===== src/verilog/oev_map.svh =====
`ifndef OEV_MAP_SVH
`define OEV_MAP_SVH
// Register addresses (6-bit ULPI immediate space)
`define OEV_RISE_WR      6'h0D
`define OEV_RISE_SET     6'h0E
`define OEV_RISE_CLR     6'h0F
`define OEV_FALL_WR      6'h10
`define OEV_FALL_SET     6'h11
`define OEV_FALL_CLR     6'h12
`define OEV_LEVEL_ADDR   6'h13
`define OEV_LATCH_ADDR   6'h14
// Field positions and source count
`define OEV_BIT_CABLE_ID    4
`define OEV_BIT_SESSION_END 3
`define OEV_BIT_SESSION_OK  2
`define OEV_BIT_VBUS_OK     1
`define OEV_BIT_HOST_DIS    0
`define OEV_NSRC         5
// Reset values and source mask
`define OEV_EN_RESET     8'h1F
`define OEV_LATCH_RESET  8'h00
`define OEV_SRC_MASK     8'h1F
`endif


===== src/verilog/oev_pkg.sv =====
`default_nettype none
package oev_pkg;
    typedef logic [7:0] oev_byte_t;
    typedef logic [5:0] oev_addr_t;
    typedef enum logic [1:0] {
        OEV_OP_NONE  = 2'h0,
        OEV_OP_WRITE = 2'h1,
        OEV_OP_SET   = 2'h3,
        OEV_OP_CLEAR = 2'h2
    } oev_op_t;
endpackage
`default_nettype wire


===== src/verilog/oev_en_reg.sv =====
`timescale 1ns/1ps
`default_nettype none
`include "oev_map.svh"
module oev_en_reg
    import oev_pkg::*;
#(
    parameter oev_byte_t RESET_VAL = `OEV_EN_RESET
) (
    input  wire logic      clk,
    input  wire logic      arst_n,
    input  wire oev_op_t   op,
    input  wire oev_byte_t wdata,
    output var  oev_byte_t value
);
    oev_byte_t val_d;

    // Write, bit-set or bit-clear update
    always_comb begin
        case (op)
            OEV_OP_WRITE: val_d = wdata;
            OEV_OP_SET:   val_d = value | wdata;
            OEV_OP_CLEAR: val_d = value & ~wdata;
            default:      val_d = value;
        endcase
    end

    // Holding register
    always_ff @(posedge clk or negedge arst_n) begin
        if (!arst_n) begin
            value <= RESET_VAL;
        end else begin
            value <= val_d;
        end
    end
endmodule // oev_en_reg
`default_nettype wire


===== src/verilog/oev_events.sv =====
`timescale 1ns/1ps
`default_nettype none
`include "oev_map.svh"
module oev_events
    import oev_pkg::*;
(
    input  wire logic      clk,
    input  wire logic      arst_n,
    input  wire logic      cable_id_ground,
    input  wire logic      session_end,
    input  wire logic      session_valid,
    input  wire logic      bit_a,
    input  wire logic      host_disconnect,
    input  wire logic      reg_wr,
    input  wire logic      reg_rd,
    input  wire oev_addr_t reg_addr,
    input  wire oev_byte_t reg_wdata,
    input  wire logic      low_power_mode,
    input  wire logic      serial_mode,
    output logic           reg_rvalid,
    output oev_byte_t      reg_rdata,
    output logic           event_pulse,
    output logic           rxcmd_req,
    output oev_byte_t      rxcmd_level
);
    oev_byte_t src;
    oev_byte_t src_prev_q, src_prev_d;
    oev_byte_t rise_en, fall_en;
    oev_byte_t latch_q, latch_d;
    oev_byte_t hit;
    oev_op_t   rise_op, fall_op;
    logic      lp_prev_q, lp_prev_d;
    logic      mode_entry;
    logic      latch_rd;
    logic      rvalid_d, event_d;
    oev_byte_t rdata_d, level_d;

    // Live source vector in documented bit order
    always_comb begin
        src = 8'h00;
        src[`OEV_BIT_CABLE_ID]    = cable_id_ground;
        src[`OEV_BIT_SESSION_END] = session_end;
        src[`OEV_BIT_SESSION_OK]  = session_valid;
        src[`OEV_BIT_VBUS_OK]     = bit_a;
        src[`OEV_BIT_HOST_DIS]    = host_disconnect;
    end

    // Address decode into write, set and clear operations
    always_comb begin
        rise_op = OEV_OP_NONE;
        fall_op = OEV_OP_NONE;
        if (reg_wr) begin
            case (reg_addr)
                `OEV_RISE_WR:  rise_op = OEV_OP_WRITE;
                `OEV_RISE_SET: rise_op = OEV_OP_SET;
                `OEV_RISE_CLR: rise_op = OEV_OP_CLEAR;
                `OEV_FALL_WR:  fall_op = OEV_OP_WRITE;
                `OEV_FALL_SET: fall_op = OEV_OP_SET;
                `OEV_FALL_CLR: fall_op = OEV_OP_CLEAR;
                default: begin
                    rise_op = OEV_OP_NONE;
                    fall_op = OEV_OP_NONE;
                end
            endcase
        end
    end

    // Rising and falling enable registers
    oev_en_reg #(.RESET_VAL(`OEV_EN_RESET)) u_rise (
        .clk    (clk),
        .arst_n (arst_n),
        .op     (rise_op),
        .wdata  (reg_wdata),
        .value  (rise_en)
    );
    oev_en_reg #(.RESET_VAL(`OEV_EN_RESET)) u_fall (
        .clk    (clk),
        .arst_n (arst_n),
        .op     (fall_op),
        .wdata  (reg_wdata),
        .value  (fall_en)
    );

    // Edge detection, latch and read path
    always_comb begin
        src_prev_d = src;
        hit = ((src & ~src_prev_q & rise_en)
             | (~src & src_prev_q & fall_en))
             & `OEV_SRC_MASK;
        lp_prev_d  = low_power_mode | serial_mode;
        mode_entry = lp_prev_d & ~lp_prev_q;
        latch_rd   = reg_rd && (reg_addr == `OEV_LATCH_ADDR);
        // Set wins over a clear in the same cycle
        latch_d = latch_q;
        if (latch_rd || mode_entry) begin
            latch_d = `OEV_LATCH_RESET;
        end
        latch_d = latch_d | hit;
        rvalid_d = reg_rd;
        case (reg_addr)
            `OEV_RISE_WR, `OEV_RISE_SET, `OEV_RISE_CLR:
                rdata_d = rise_en & `OEV_SRC_MASK;
            `OEV_FALL_WR, `OEV_FALL_SET, `OEV_FALL_CLR:
                rdata_d = fall_en & `OEV_SRC_MASK;
            `OEV_LEVEL_ADDR: rdata_d = src;
            `OEV_LATCH_ADDR: rdata_d = latch_q;
            default:         rdata_d = 8'h00;
        endcase
        if (!reg_rd) begin
            rdata_d = reg_rdata;
        end
        event_d = |hit;
        level_d = src;
    end

    // State and output registers
    always_ff @(posedge clk or negedge arst_n) begin
        if (!arst_n) begin
            src_prev_q  <= 8'h00;
            latch_q     <= `OEV_LATCH_RESET;
            lp_prev_q   <= 1'b0;
            reg_rvalid  <= 1'b0;
            reg_rdata   <= 8'h00;
            event_pulse <= 1'b0;
            rxcmd_req   <= 1'b0;
            rxcmd_level <= 8'h00;
        end else begin
            src_prev_q  <= src_prev_d;
            latch_q     <= latch_d;
            lp_prev_q   <= lp_prev_d;
            reg_rvalid  <= rvalid_d;
            reg_rdata   <= rdata_d;
            event_pulse <= event_d;
            rxcmd_req   <= event_d;
            rxcmd_level <= level_d;
        end
    end

    // Enabled rising edge yields event next cycle
    property p_rise_event;
        @(posedge clk) disable iff (!arst_n)
        (|((src & ~src_prev_q & rise_en) & `OEV_SRC_MASK))
            |=> (event_pulse && rxcmd_req);
    endproperty
    a_rise_event: assert property (p_rise_event)
        else $error("enabled rise gave no event");

    // Enabled falling edge yields event next cycle
    property p_fall_event;
        @(posedge clk) disable iff (!arst_n)
        (|((~src & src_prev_q & fall_en) & `OEV_SRC_MASK))
            |=> (event_pulse && rxcmd_req);
    endproperty
    a_fall_event: assert property (p_fall_event)
        else $error("enabled fall gave no event");

    // Set address ORs byte into rise enable
    property p_rise_set;
        @(posedge clk) disable iff (!arst_n)
        (reg_wr && reg_addr == `OEV_RISE_SET)
            |=> (rise_en == ($past(rise_en) | $past(reg_wdata)));
    endproperty
    a_rise_set: assert property (p_rise_set)
        else $error("rise set failed");

    // Clear address clears fall enable bits
    property p_fall_clr;
        @(posedge clk) disable iff (!arst_n)
        (reg_wr && reg_addr == `OEV_FALL_CLR)
            |=> (fall_en == ($past(fall_en) & ~$past(reg_wdata)));
    endproperty
    a_fall_clr: assert property (p_fall_clr)
        else $error("fall clear failed");

    // Level read returns sampled sources
    property p_level_read;
        @(posedge clk) disable iff (!arst_n)
        (reg_rd && reg_addr == `OEV_LEVEL_ADDR)
            |=> (reg_rvalid && reg_rdata == $past(src));
    endproperty
    a_level_read: assert property (p_level_read)
        else $error("level read mismatch");

    // Latch read returns then clears when no new hit
    property p_latch_read;
        @(posedge clk) disable iff (!arst_n)
        (reg_rd && reg_addr == `OEV_LATCH_ADDR && hit == 8'h00)
            |=> (reg_rdata == $past(latch_q) && latch_q == 8'h00);
    endproperty
    a_latch_read: assert property (p_latch_read)
        else $error("latch read did not clear");

    // Every hit is recorded in the latch
    property p_latch_set;
        @(posedge clk) disable iff (!arst_n)
        (hit != 8'h00) |=> ((latch_q & $past(hit)) == $past(hit));
    endproperty
    a_latch_set: assert property (p_latch_set)
        else $error("hit not latched");

    // Mode entry clears latch
    property p_mode_clear;
        @(posedge clk) disable iff (!arst_n)
        (mode_entry && hit == 8'h00) |=> (latch_q == 8'h00);
    endproperty
    a_mode_clear: assert property (p_mode_clear)
        else $error("mode entry left latch set");

    // Reserved latch bits stay zero
    property p_latch_resv;
        @(posedge clk) disable iff (!arst_n)
        latch_q[7:5] == 3'h0;
    endproperty
    a_latch_resv: assert property (p_latch_resv)
        else $error("reserved latch bit set");

    // Plain write loads the rise enable
    property p_rise_write;
        @(posedge clk) disable iff (!arst_n)
        (reg_wr && reg_addr == `OEV_RISE_WR)
            |=> (rise_en == $past(reg_wdata));
    endproperty
    a_rise_write: assert property (p_rise_write)
        else $error("rise write failed");

    // Plain write loads the fall enable
    property p_fall_write;
        @(posedge clk) disable iff (!arst_n)
        (reg_wr && reg_addr == `OEV_FALL_WR)
            |=> (fall_en == $past(reg_wdata));
    endproperty
    a_fall_write: assert property (p_fall_write)
        else $error("fall write failed");

    // Set address ORs byte into fall enable
    property p_fall_set;
        @(posedge clk) disable iff (!arst_n)
        (reg_wr && reg_addr == `OEV_FALL_SET)
            |=> (fall_en == ($past(fall_en) | $past(reg_wdata)));
    endproperty
    a_fall_set: assert property (p_fall_set)
        else $error("fall set failed");

    // Clear address clears rise enable bits
    property p_rise_clr;
        @(posedge clk) disable iff (!arst_n)
        (reg_wr && reg_addr == `OEV_RISE_CLR)
            |=> (rise_en == ($past(rise_en) & ~$past(reg_wdata)));
    endproperty
    a_rise_clr: assert property (p_rise_clr)
        else $error("rise clear failed");

    // Rise enable reads at all three places
    property p_rise_read;
        @(posedge clk) disable iff (!arst_n)
        (reg_rd && reg_addr >= `OEV_RISE_WR && reg_addr <= `OEV_RISE_CLR)
            |=> (reg_rdata == ($past(rise_en) & `OEV_SRC_MASK));
    endproperty
    a_rise_read: assert property (p_rise_read)
        else $error("rise enable read mismatch");

    // Fall enable reads at all three places
    property p_fall_read;
        @(posedge clk) disable iff (!arst_n)
        (reg_rd && reg_addr >= `OEV_FALL_WR && reg_addr <= `OEV_FALL_CLR)
            |=> (reg_rdata == ($past(fall_en) & `OEV_SRC_MASK));
    endproperty
    a_fall_read: assert property (p_fall_read)
        else $error("fall enable read mismatch");

    // No event without a qualified edge
    property p_no_event;
        @(posedge clk) disable iff (!arst_n)
        (hit == 8'h00) |=> (!event_pulse && !rxcmd_req);
    endproperty
    a_no_event: assert property (p_no_event)
        else $error("event without enabled edge");

    // RXCMD level copy tracks the sources
    property p_level_copy;
        @(posedge clk) disable iff (!arst_n)
        1'b1 |=> (rxcmd_level == $past(src));
    endproperty
    a_level_copy: assert property (p_level_copy)
        else $error("rxcmd level stale");

    // Register writes never reach the latch
    property p_latch_nowrite;
        @(posedge clk) disable iff (!arst_n)
        (reg_wr && reg_addr == `OEV_LATCH_ADDR && !latch_rd && !mode_entry
            && hit == 8'h00) |=> (latch_q == $past(latch_q));
    endproperty
    a_latch_nowrite: assert property (p_latch_nowrite)
        else $error("latch took a write");
endmodule // oev_events
`default_nettype wire


===== config.mk =====
export PLATFORM = sky130hd
export DESIGN_NAME = oev_events
export DESIGN_NICKNAME = d
export VERILOG_FILES = /design/src/verilog/oev_pkg.sv /design/src/verilog/oev_en_reg.sv /design/src/verilog/oev_events.sv
export VERILOG_INCLUDE_DIRS = /design/src /design/src/verilog
export SDC_FILE = /design/constraint.sdc
export NUM_CORES = 1
export LEC_CHECK = 0
export ABC_CLOCK_PERIOD_IN_PS = 1400
export BUFFER_PORTS_ARGS = -buffer_cell sky130_fd_sc_hd__buf_2
export CAP_MARGIN = 20
export CORE_MARGIN = 2
export CORE_UTILIZATION = 50
export DETAILED_ROUTE_END_ITERATION = 16
export GPL_ROUTABILITY_DRIVEN = 0
export PLACE_DENSITY_LB_ADDON = 0.05
export REMOVE_ABC_BUFFERS = 1
export SKIP_LAST_GASP = 1
export SYNTH_ARGS = -nofsm -noshare
export SYNTH_HDL_FRONTEND = slang
export SYNTH_SLANG_ARGS = --single-unit

===== constraint.sdc =====
create_clock -name clk -period 1.4 [get_ports clk]
set_input_delay 0.28 -clock clk [delete_from_list [all_inputs] [get_ports clk]]
set_output_delay 0.28 -clock clk [all_outputs]
set_load 0.01 [all_outputs]

==> results.toml, run 1 <==
[layout]
final_cell_mix = "buf_2, dfrtp_1, buf_4"
layout.nets = 200
final_cell_area_mm2 = 0.001707
multi_input_area_um2 = 613.1
finalNonFillerCells = 205
regArea_um2 = 713.2
drive_gt1_share_pct = 38.51
layout_commonest_cell = "buf_2"
synthToLayoutAreaGrowth_pct = 23.33
diodes = 0
final_util_pct = 63.53
fillCellCount = 230

[place]
post-dp-hpwl_mm = 2.395
pre_cts_ws_ps = -198.6
dpl_cell_area_mm2 = 0.001644
placed_cells = 200
numPortBuffers = 34

[synthesis]
yosysSeqAreaShare_pct = 51.54
synth.yosys.warnings = 0
ys_types = 30
syn_avg_cell_area_um2 = 10.98
syn-cell-area_mm2 = 0.001384
synthCells = 126
ys_ff_latch = 28

[job]
max_cap_viol_count = 0

[critical_path]
arrival_ps = 1530
slowest_delay_ps = 590
critPathMaxFanout = 3
cp.buffers_inverters = 0
crit_path_top_delay_cell = "dfstp_2"
cp_common_cell = "nand2_1"
critPathCaptureType = "flop"
cp_top_family = "flip-flops"
cp.required_ps = 1670
start_kind = "flop"
crit_chain = "nand2_1 > o21ai_0 > nor3_1 > nand2_1"
path_class = "flop to flop"

[die]
rows = 19
dieArea_mm2 = 0.003205
die_h_um = 56.61
start_util_pct = 51.51
fp.coreArea_mm2 = 0.002686
die_w_um = 56.61
num_io_pins = 44

[sta]
slew_headroom_pct = 59.80
rsz0062_at_grt = "false"
fin_crit_sh_pct = 90.36
min_period_ps = 1265
worst_pin_slew_ps = 603.0
setup_tns_ps = 0
finalSetupViolCount = 0
final_max_slew_viol_count = 0
finalHoldViolations = 0
maxClockFrequency_mhz = 790.5
fin_ws_ps = 134.9
finClkSkew_ps = 9.323

[drt]
drt-pass1-iter-count = 4
drt_wl_total_mm = 3.007
postRouteAntennaNets = 0
drc = 0
drt-vias-per-instance = 5.312
vias = 1089
drt-wirelength-per-cell_um = 14.67
dr.first_iter.drc_count = 38

[pwr]
p_seq_share_pct = 55.3
p_sw_share_pct = 25.44
power.density_mw_per_mm2 = 1138
power.switching_mw = 0.4940
combPwrFrac_pct = 18.3
clkPwrFrac_pct = 26.4
p_int_mw = 1.448
ir_drop_v = 0.0009398
leakage_nw = 0.8223

[clock_network]
cts_hold_buffers = 1
cts-root-buf = "clkbuf_4"
clkSinkCount = 28
cts_made_buffers = 3
clk_pin_slew_ps = 150
clock_latency_ps = 320
cts_setup_buffers = 0
postCtsResizedCells = 0
cts_tree = "built"
htree_levels = 1
cts_max_path_buffers = 2

[status]
status = "complete, no violations"

[global_routing]
gr-total-overflow = 0
grt_pass1_vias = 1155
antenna_found_initial = 0
grt_max_degree = 29
grt_pass1_wl_mm = 5.223
grt_usage_pct = 21.08

[min_path]
hp-class = "input port to flop"
[sequential cells by signal, indices dropped and copies added (netlist names)]
signal and cells:
u_fall.value 5, reg_rdata 5, src_prev_q 5, u_rise.value 5, reg_rvalid 1, latch_q 5
rxcmd_req 1, lp_prev_q 1
[metal layers]
layer	global-route usage [%]	vias up	routed length [µm]
met3	2.535	2	98
li1	-	554	-
met1	29.71	515	1413
met5	0	-	0
met4	7.143	0	21
met2	33.72	18	1475
[cell families after synthesis]
| family | synth area share, % |
|---|---|
| compound gates | 22.42 |
| buf+inv | 5.515 |
| flops | 51.54 |
| mux | 3.617 |
| other cells | 0.2710 |
| simple gates | 16.64 |
[power groups by stage]
| stage | logic [mW] | registers (mW) | clock network (mW) |
|---|---|---|---|
| floorplan | 0.188 | 1.07 | 0 |
| global placement | 0.345 | 1.08 | 0 |
| detailed placement | 0.354 | 1.09 | 0 |
| CTS | 0.358 | 1.07 | 0.529 |
| global route | 0.399 | 1.09 | 0.561 |
| finish | 0.356 | 1.07 | 0.513 |
[final timing paths]
check                                start       endpoint  slack, ps  cells past startpoint
hold reg to reg                 latch_q[3]     latch_q[3]        510                      1
setup reg to reg           u_rise.value[2]      rxcmd_req        130                      4
max in group asynchronous           arst_n  src_prev_q[2]        530                      2
min in group asynchronous           arst_n     reg_rvalid        480                      2
setup / recovery           u_rise.value[2]      rxcmd_req        130                      4
hold / removal                 session_end  src_prev_q[3]         90                      1
[Yosys cell counts, drive strengths merged]
master | n | area, µm²
dfrtp | 18 | 450.4
nor2 | 3 | 11.26
o221ai | 4 | 35.03
mux2i | 5 | 50.05
a221oi | 1 | 8.760
clkbuf | 1 | 5.000
or4b | 1 | 13.76
o22ai | 3 | 18.77
a21o | 5 | 37.54
nand4bb | 1 | 11.26
nand3 | 1 | 5.000
and2 | 1 | 6.260
inv | 5 | 18.77
nor4b | 1 | 23.77
nor3 | 5 | 41.29
nand2b | 6 | 37.54
conb | 1 | 3.750
nand3b | 4 | 30.03
nand2 | 10 | 37.54
or2 | 2 | 12.51
a21bo | 1 | 10.01
buf | 7 | 52.55
a22oi | 5 | 37.54
dfstp | 10 | 262.8
o21ai | 14 | 70.06
a21oi | 1 | 5.000
a22o | 10 | 87.58
[cell type report]
cell class / count / area share (%)
clock buffer: 3 / 1.320
multi-input combinational: 90 / 35.92
timing repair buffer: 47 / 15.84
tap: 31 / 2.273
sequential: 28 / 41.79
inverter: 5 / 1.100
clock inverter: 1 / 1.760
[per-stage QoR]
step	hold slack (ps)	total power [mW]
6_report	91.54	1.942
5_1_grt	67.54	2.051
4_1_cts	79.57	1.959
2_1_floorplan	-15.59	1.256
3_3_place_gp	314.6	1.421
3_5_place_dp	319.2	1.441
Power figures use the tool's default switching activity.
==> inputs of run 2 (changes only) <==
- CORE_UTILIZATION: 50 -> 52
- CTS_BUF_LIST: default -> sky130_fd_sc_hd__clkbuf_4
==> results.toml, run 2 (same netlist as run 1, synthesis figures left out) <==
[pwr]
p_sw_share_pct = 26.16
combPwrFrac_pct = 17.9
p_int_mw = 1.447
ir_drop_v = 0.0009788
p_seq_share_pct = 54.6
power.switching_mw = 0.5125
power.density_mw_per_mm2 = 1154
leakage_nw = 0.8169
power_mw = 1.959
clkPwrFrac_pct = 27.5

[sta]
holdWs_ps = 80.68
finalSetupViolCount = 0
slew_headroom_pct = 60.01
min_period_ps = 1270
maxClockFrequency_mhz = 787.5
worst_pin_slew_ps = 599.9
finalHoldViolations = 0
finClkSkew_ps = 3.620
fin_crit_sh_pct = 90.70
rsz0062_at_grt = "false"
final_max_slew_viol_count = 0

[critical_path]
crit_path_top_delay_cell = "dfstp_2"
start_kind = "flop"
cp_top_family = "compound AO/OA/AOI/OAI gates"
r2r-end = "reg_rdata[2]"
worstReg2RegStart = "u_fall.value[2]"
crit_chain = "a21bo_2 > a21oi_1 > a221oi_1 > o22ai_1"
worstSetupStartpoint = "u_fall.value[2]"
arrival_ps = 1530
critPathCaptureType = "flop"
slowest_delay_ps = 570
ff2ff_setup_slack_ps = 130
path_depth = 4
setup.worst_path.end = "reg_rdata[2]"
cp.buffers_inverters = 0
cp.required_ps = 1660
path_class = "flop to flop"
critPathMaxFanout = 3
reg2reg_depth = 4

[global_routing]
antenna_found_initial = 0
grt_usage_pct = 21.18
gr-total-overflow = 0
grt_pass1_wl_mm = 5.223
grt_max_degree = 29
grt_pass1_vias = 1098

[place]
numPortBuffers = 34
placed_cells = 198
post-dp-hpwl_mm = 2.349

[layout]
final_cell_mix = "buf_2, dfrtp_1, buf_4"
drive_gt1_share_pct = 38.15
synthToLayoutAreaGrowth_pct = 22.69
diodes = 0
final_util_pct = 67.92
finalNonFillerCells = 203
layout.nets = 199
layout_commonest_cell = "buf_2"

[clock_network]
clkSinkCount = 28
cts_hold_buffers = 1
cts_made_buffers = 3
htree_levels = 1
postCtsResizedCells = 0
cts_tree = "built"
cts_setup_buffers = 0
clk_pin_slew_ps = 160
cts-root-buf = "clkbuf_4"
cts_max_path_buffers = 2
clock_latency_ps = 330

[drt]
met3_length_um = 138
drt-pass1-iter-count = 4
drt-wirelength-per-cell_um = 15.00
drt-vias-per-instance = 5.606
drt_wl_total_mm = 3.044
vias = 1138
postRouteAntennaNets = 0
wl_met2_mm = 1.428
highest_layer = "met4"
drc = 0
dr.first_iter.drc_count = 33
met1_length_mm = 1.467

[die]
fp.coreArea_mm2 = 0.002500
start_util_pct = 55.36
die_w_um = 55.59
rows = 18
num_io_pins = 44
dieArea_mm2 = 0.003090
die_h_um = 55.59

[min_path]
hp-class = "input port to flop"

[status]
status = "complete, no violations"

[job]
max_cap_viol_count = 0
-- run 2: cell count changes in the layout (fill, tap and decap cells not counted) --
cell	change
buf_4	-1
-- run 2: worst register-to-register path: stages (launching register included) --
cell and delay, ps:
dfstp_2 570, a21bo_2 220, a21oi_1 200, a221oi_1 80, o22ai_1 130
-- run 2: area by class of cell --
| class | count | area (µm²) |
|---|---|---|
| clock inverters | 1 | 30.03 |
| clock buffers | 3 | 22.52 |
| well taps | 30 | 37.54 |
| inverters | 5 | 18.77 |
| repair buffers | 46 | 262.8 |
| flip-flops and latches | 28 | 713.2 |
| fillers | 195 | 802.0 |
| multi-input cells | 90 | 613.1 |
-- run 2: per-layer routing --
metal	vias to the layer above	track usage, %
li1	556	-
met1	542	29.85
met2	38	34.52
met3	2	2.326
met4	0	6.620
met5	-	0
-- run 2: worst min-delay path by stage --
stage / endpoint / depth (start not counted) / from
2_1_floorplan: latch_q[0] / 0 / arst_n
3_3_place_gp: lp_prev_q / 1 / arst_n
3_5_place_dp: reg_rvalid / 1 / arst_n
4_1_cts: src_prev_q[4] / 1 / cable_id_ground
5_1_grt: src_prev_q[4] / 1 / cable_id_ground
6_report: src_prev_q[4] / 1 / cable_id_ground
-- run 2: stage by stage --
stage / TNS, ps / setup slack (ps) / cell area, µm²
final: 0 / 130.2 / 1698
after CTS: 0 / 152.6 / 1698
after global routing: 0 / 47.86 / 1698
after detailed placement: -2566 / -202.0 / 1635
after global placement: -2075 / -165.0 / 1635
after floorplan: 0 / 18.81 / 1345
-- run 2: power groups by stage --
stage	combinational [mW]	clock [mW]	sequential, mW
finish	0.350	0.540	1.07
detailed placement	0.351	0	1.08
floorplan	0.188	0	1.07
global route	0.389	0.566	1.09
global placement	0.343	0	1.08
CTS	0.355	0.540	1.07
==> inputs of run 3 (changes only) <==
- REMOVE_ABC_BUFFERS: 1 -> default
==> results.toml, run 3 (same netlist as run 1, synthesis figures left out) <==
[drt]
postRouteAntennaNets = 0
drt_wl_total_mm = 2.920
dr.first_iter.drc_count = 41
drc = 0
drt-vias-per-instance = 5.673
vias = 1146
drt-pass1-iter-count = 4
drt-wirelength-per-cell_um = 14.46

[sta]
worst_pin_slew_ps = 593.6
finalSetupViolCount = 0
finClkSkew_ps = 1.948
fin_crit_sh_pct = 88.49
final_max_slew_viol_count = 0
slew_headroom_pct = 60.42
setup_tns_ps = 0
fin_ws_ps = 161.2
min_period_ps = 1239
maxClockFrequency_mhz = 807.2
finalHoldViolations = 0
rsz0062_at_grt = "false"

[layout]
synthToLayoutAreaGrowth_pct = 22.15
fillCellCount = 207
layout_commonest_cell = "buf_2"
diodes = 0
multi_input_area_um2 = 613.1
regArea_um2 = 713.2
final_cell_area_mm2 = 0.001690
drive_gt1_share_pct = 37.79
final_cell_mix = "buf_2, dfrtp_1"
finalNonFillerCells = 202
layout.nets = 198

[global_routing]
antenna_found_initial = 0
grt_pass1_vias = 1093
gr-total-overflow = 0
grt_pass1_wl_mm = 4.919
grt_usage_pct = 20.12
grt_max_degree = 29

[critical_path]
crit_path_top_delay_cell = "or4b_4"
path_class = "input port to flop"
crit_chain = "buf_2 > or4b_4 > nor3_4 > o21ai_1 > a22o_1"
reg2reg_depth = 4
critPathMaxFanout = 5
cp.required_ps = 1680
slowest_delay_ps = 570
setup.worst_path.end = "u_fall.value[0]"
ff2ff_setup_slack_ps = 190
path_depth = 5
worstReg2RegStart = "u_fall.value[2]"
r2r-end = "reg_rdata[2]"
worstSetupStartpoint = "reg_addr[3]"
start_kind = "input port"
cp.buffers_inverters = 1
arrival_ps = 1510
cp_top_family = "simple AND/OR/NAND/NOR gates"
critPathCaptureType = "flop"

[place]
dpl_cell_area_mm2 = 0.001628
numPortBuffers = 34
pre_cts_ws_ps = -197.4
post-dp-hpwl_mm = 2.290
placed_cells = 197

[clock_network]
postCtsResizedCells = 0
cts-root-buf = "clkbuf_4"
cts_tree = "built"
cts_max_path_buffers = 2
cts_made_buffers = 3
clock_latency_ps = 320
cts_setup_buffers = 0
clk_pin_slew_ps = 150
clkSinkCount = 28
htree_levels = 1

[pwr]
power.density_mw_per_mm2 = 1152
ir_drop_v = 0.0008660
leakage_nw = 0.8121

[die]
die_w_um = 55.59
num_io_pins = 44
start_util_pct = 55.36
rows = 18
dieArea_mm2 = 0.003090
fp.coreArea_mm2 = 0.002500
die_h_um = 55.59

[min_path]
hp-class = "input port to flop"

[job]
max_cap_viol_count = 0

[status]
status = "complete, no violations"
==> run 3: worst min path at each step <==
stage,from,end,depth (start not counted)
final,cable_id_ground,src_prev_q[4],1
after global routing,cable_id_ground,src_prev_q[4],1
after CTS,cable_id_ground,src_prev_q[4],1
after detailed placement,arst_n,lp_prev_q,1
after global placement,arst_n,lp_prev_q,1
after floorplan,arst_n,latch_q[0],0
==> run 3: worst register-to-register path: cells and delay by family (launching register included) <==
kind	cells	cell delay [ps]
AOI/OAI and AO/OA	4	580
DFF	1	560
==> run 3: power breakdown <==
group / leakage (nW) / total [mW] / switching, mW / internal (mW)
Sequential: 0.328 / 1.06 / 0.0881 / 0.977
Clock: 0.0279 / 0.529 / 0.239 / 0.289
Combinational: 0.457 / 0.353 / 0.174 / 0.179
Total: 0.812 / 1.95 / 0.502 / 1.45
==> run 3: repair_timing <==
item                                    CTS  global route
hold buffers                              1             0
endpoints found under the hold margin    18             0
endpoints found under the setup margin    0             0
==> run 3: area by class of cell <==
| cell class | instances | area share (%) |
|---|---|---|
| clock inverter | 1 | 1.776 |
| clock buffer | 3 | 1.332 |
| timing repair buffer | 45 | 15.10 |
| multi-input combinational | 90 | 36.27 |
| inverter | 5 | 1.110 |
| tap | 30 | 2.221 |
| sequential | 28 | 42.19 |
==> run 3: routing by layer <==
metal	vias up	wire length, µm	track usage (%)
li1	546	-	-
met1	556	1347	27.76
met2	40	1420	32.48
met3	4	137	2.558
met4	0	14	7.666
met5	-	0	0
==> run 3: through the flow <==
step                util, %  hold WS, ps  power, mW
global route          67.62        57.65      2.040
floorplan                 -       -15.59      1.285
global placement      65.12        312.5      1.419
detailed placement    65.12        317.3      1.430
CTS                   67.62        66.15      1.960
finish                67.62        77.96      1.947
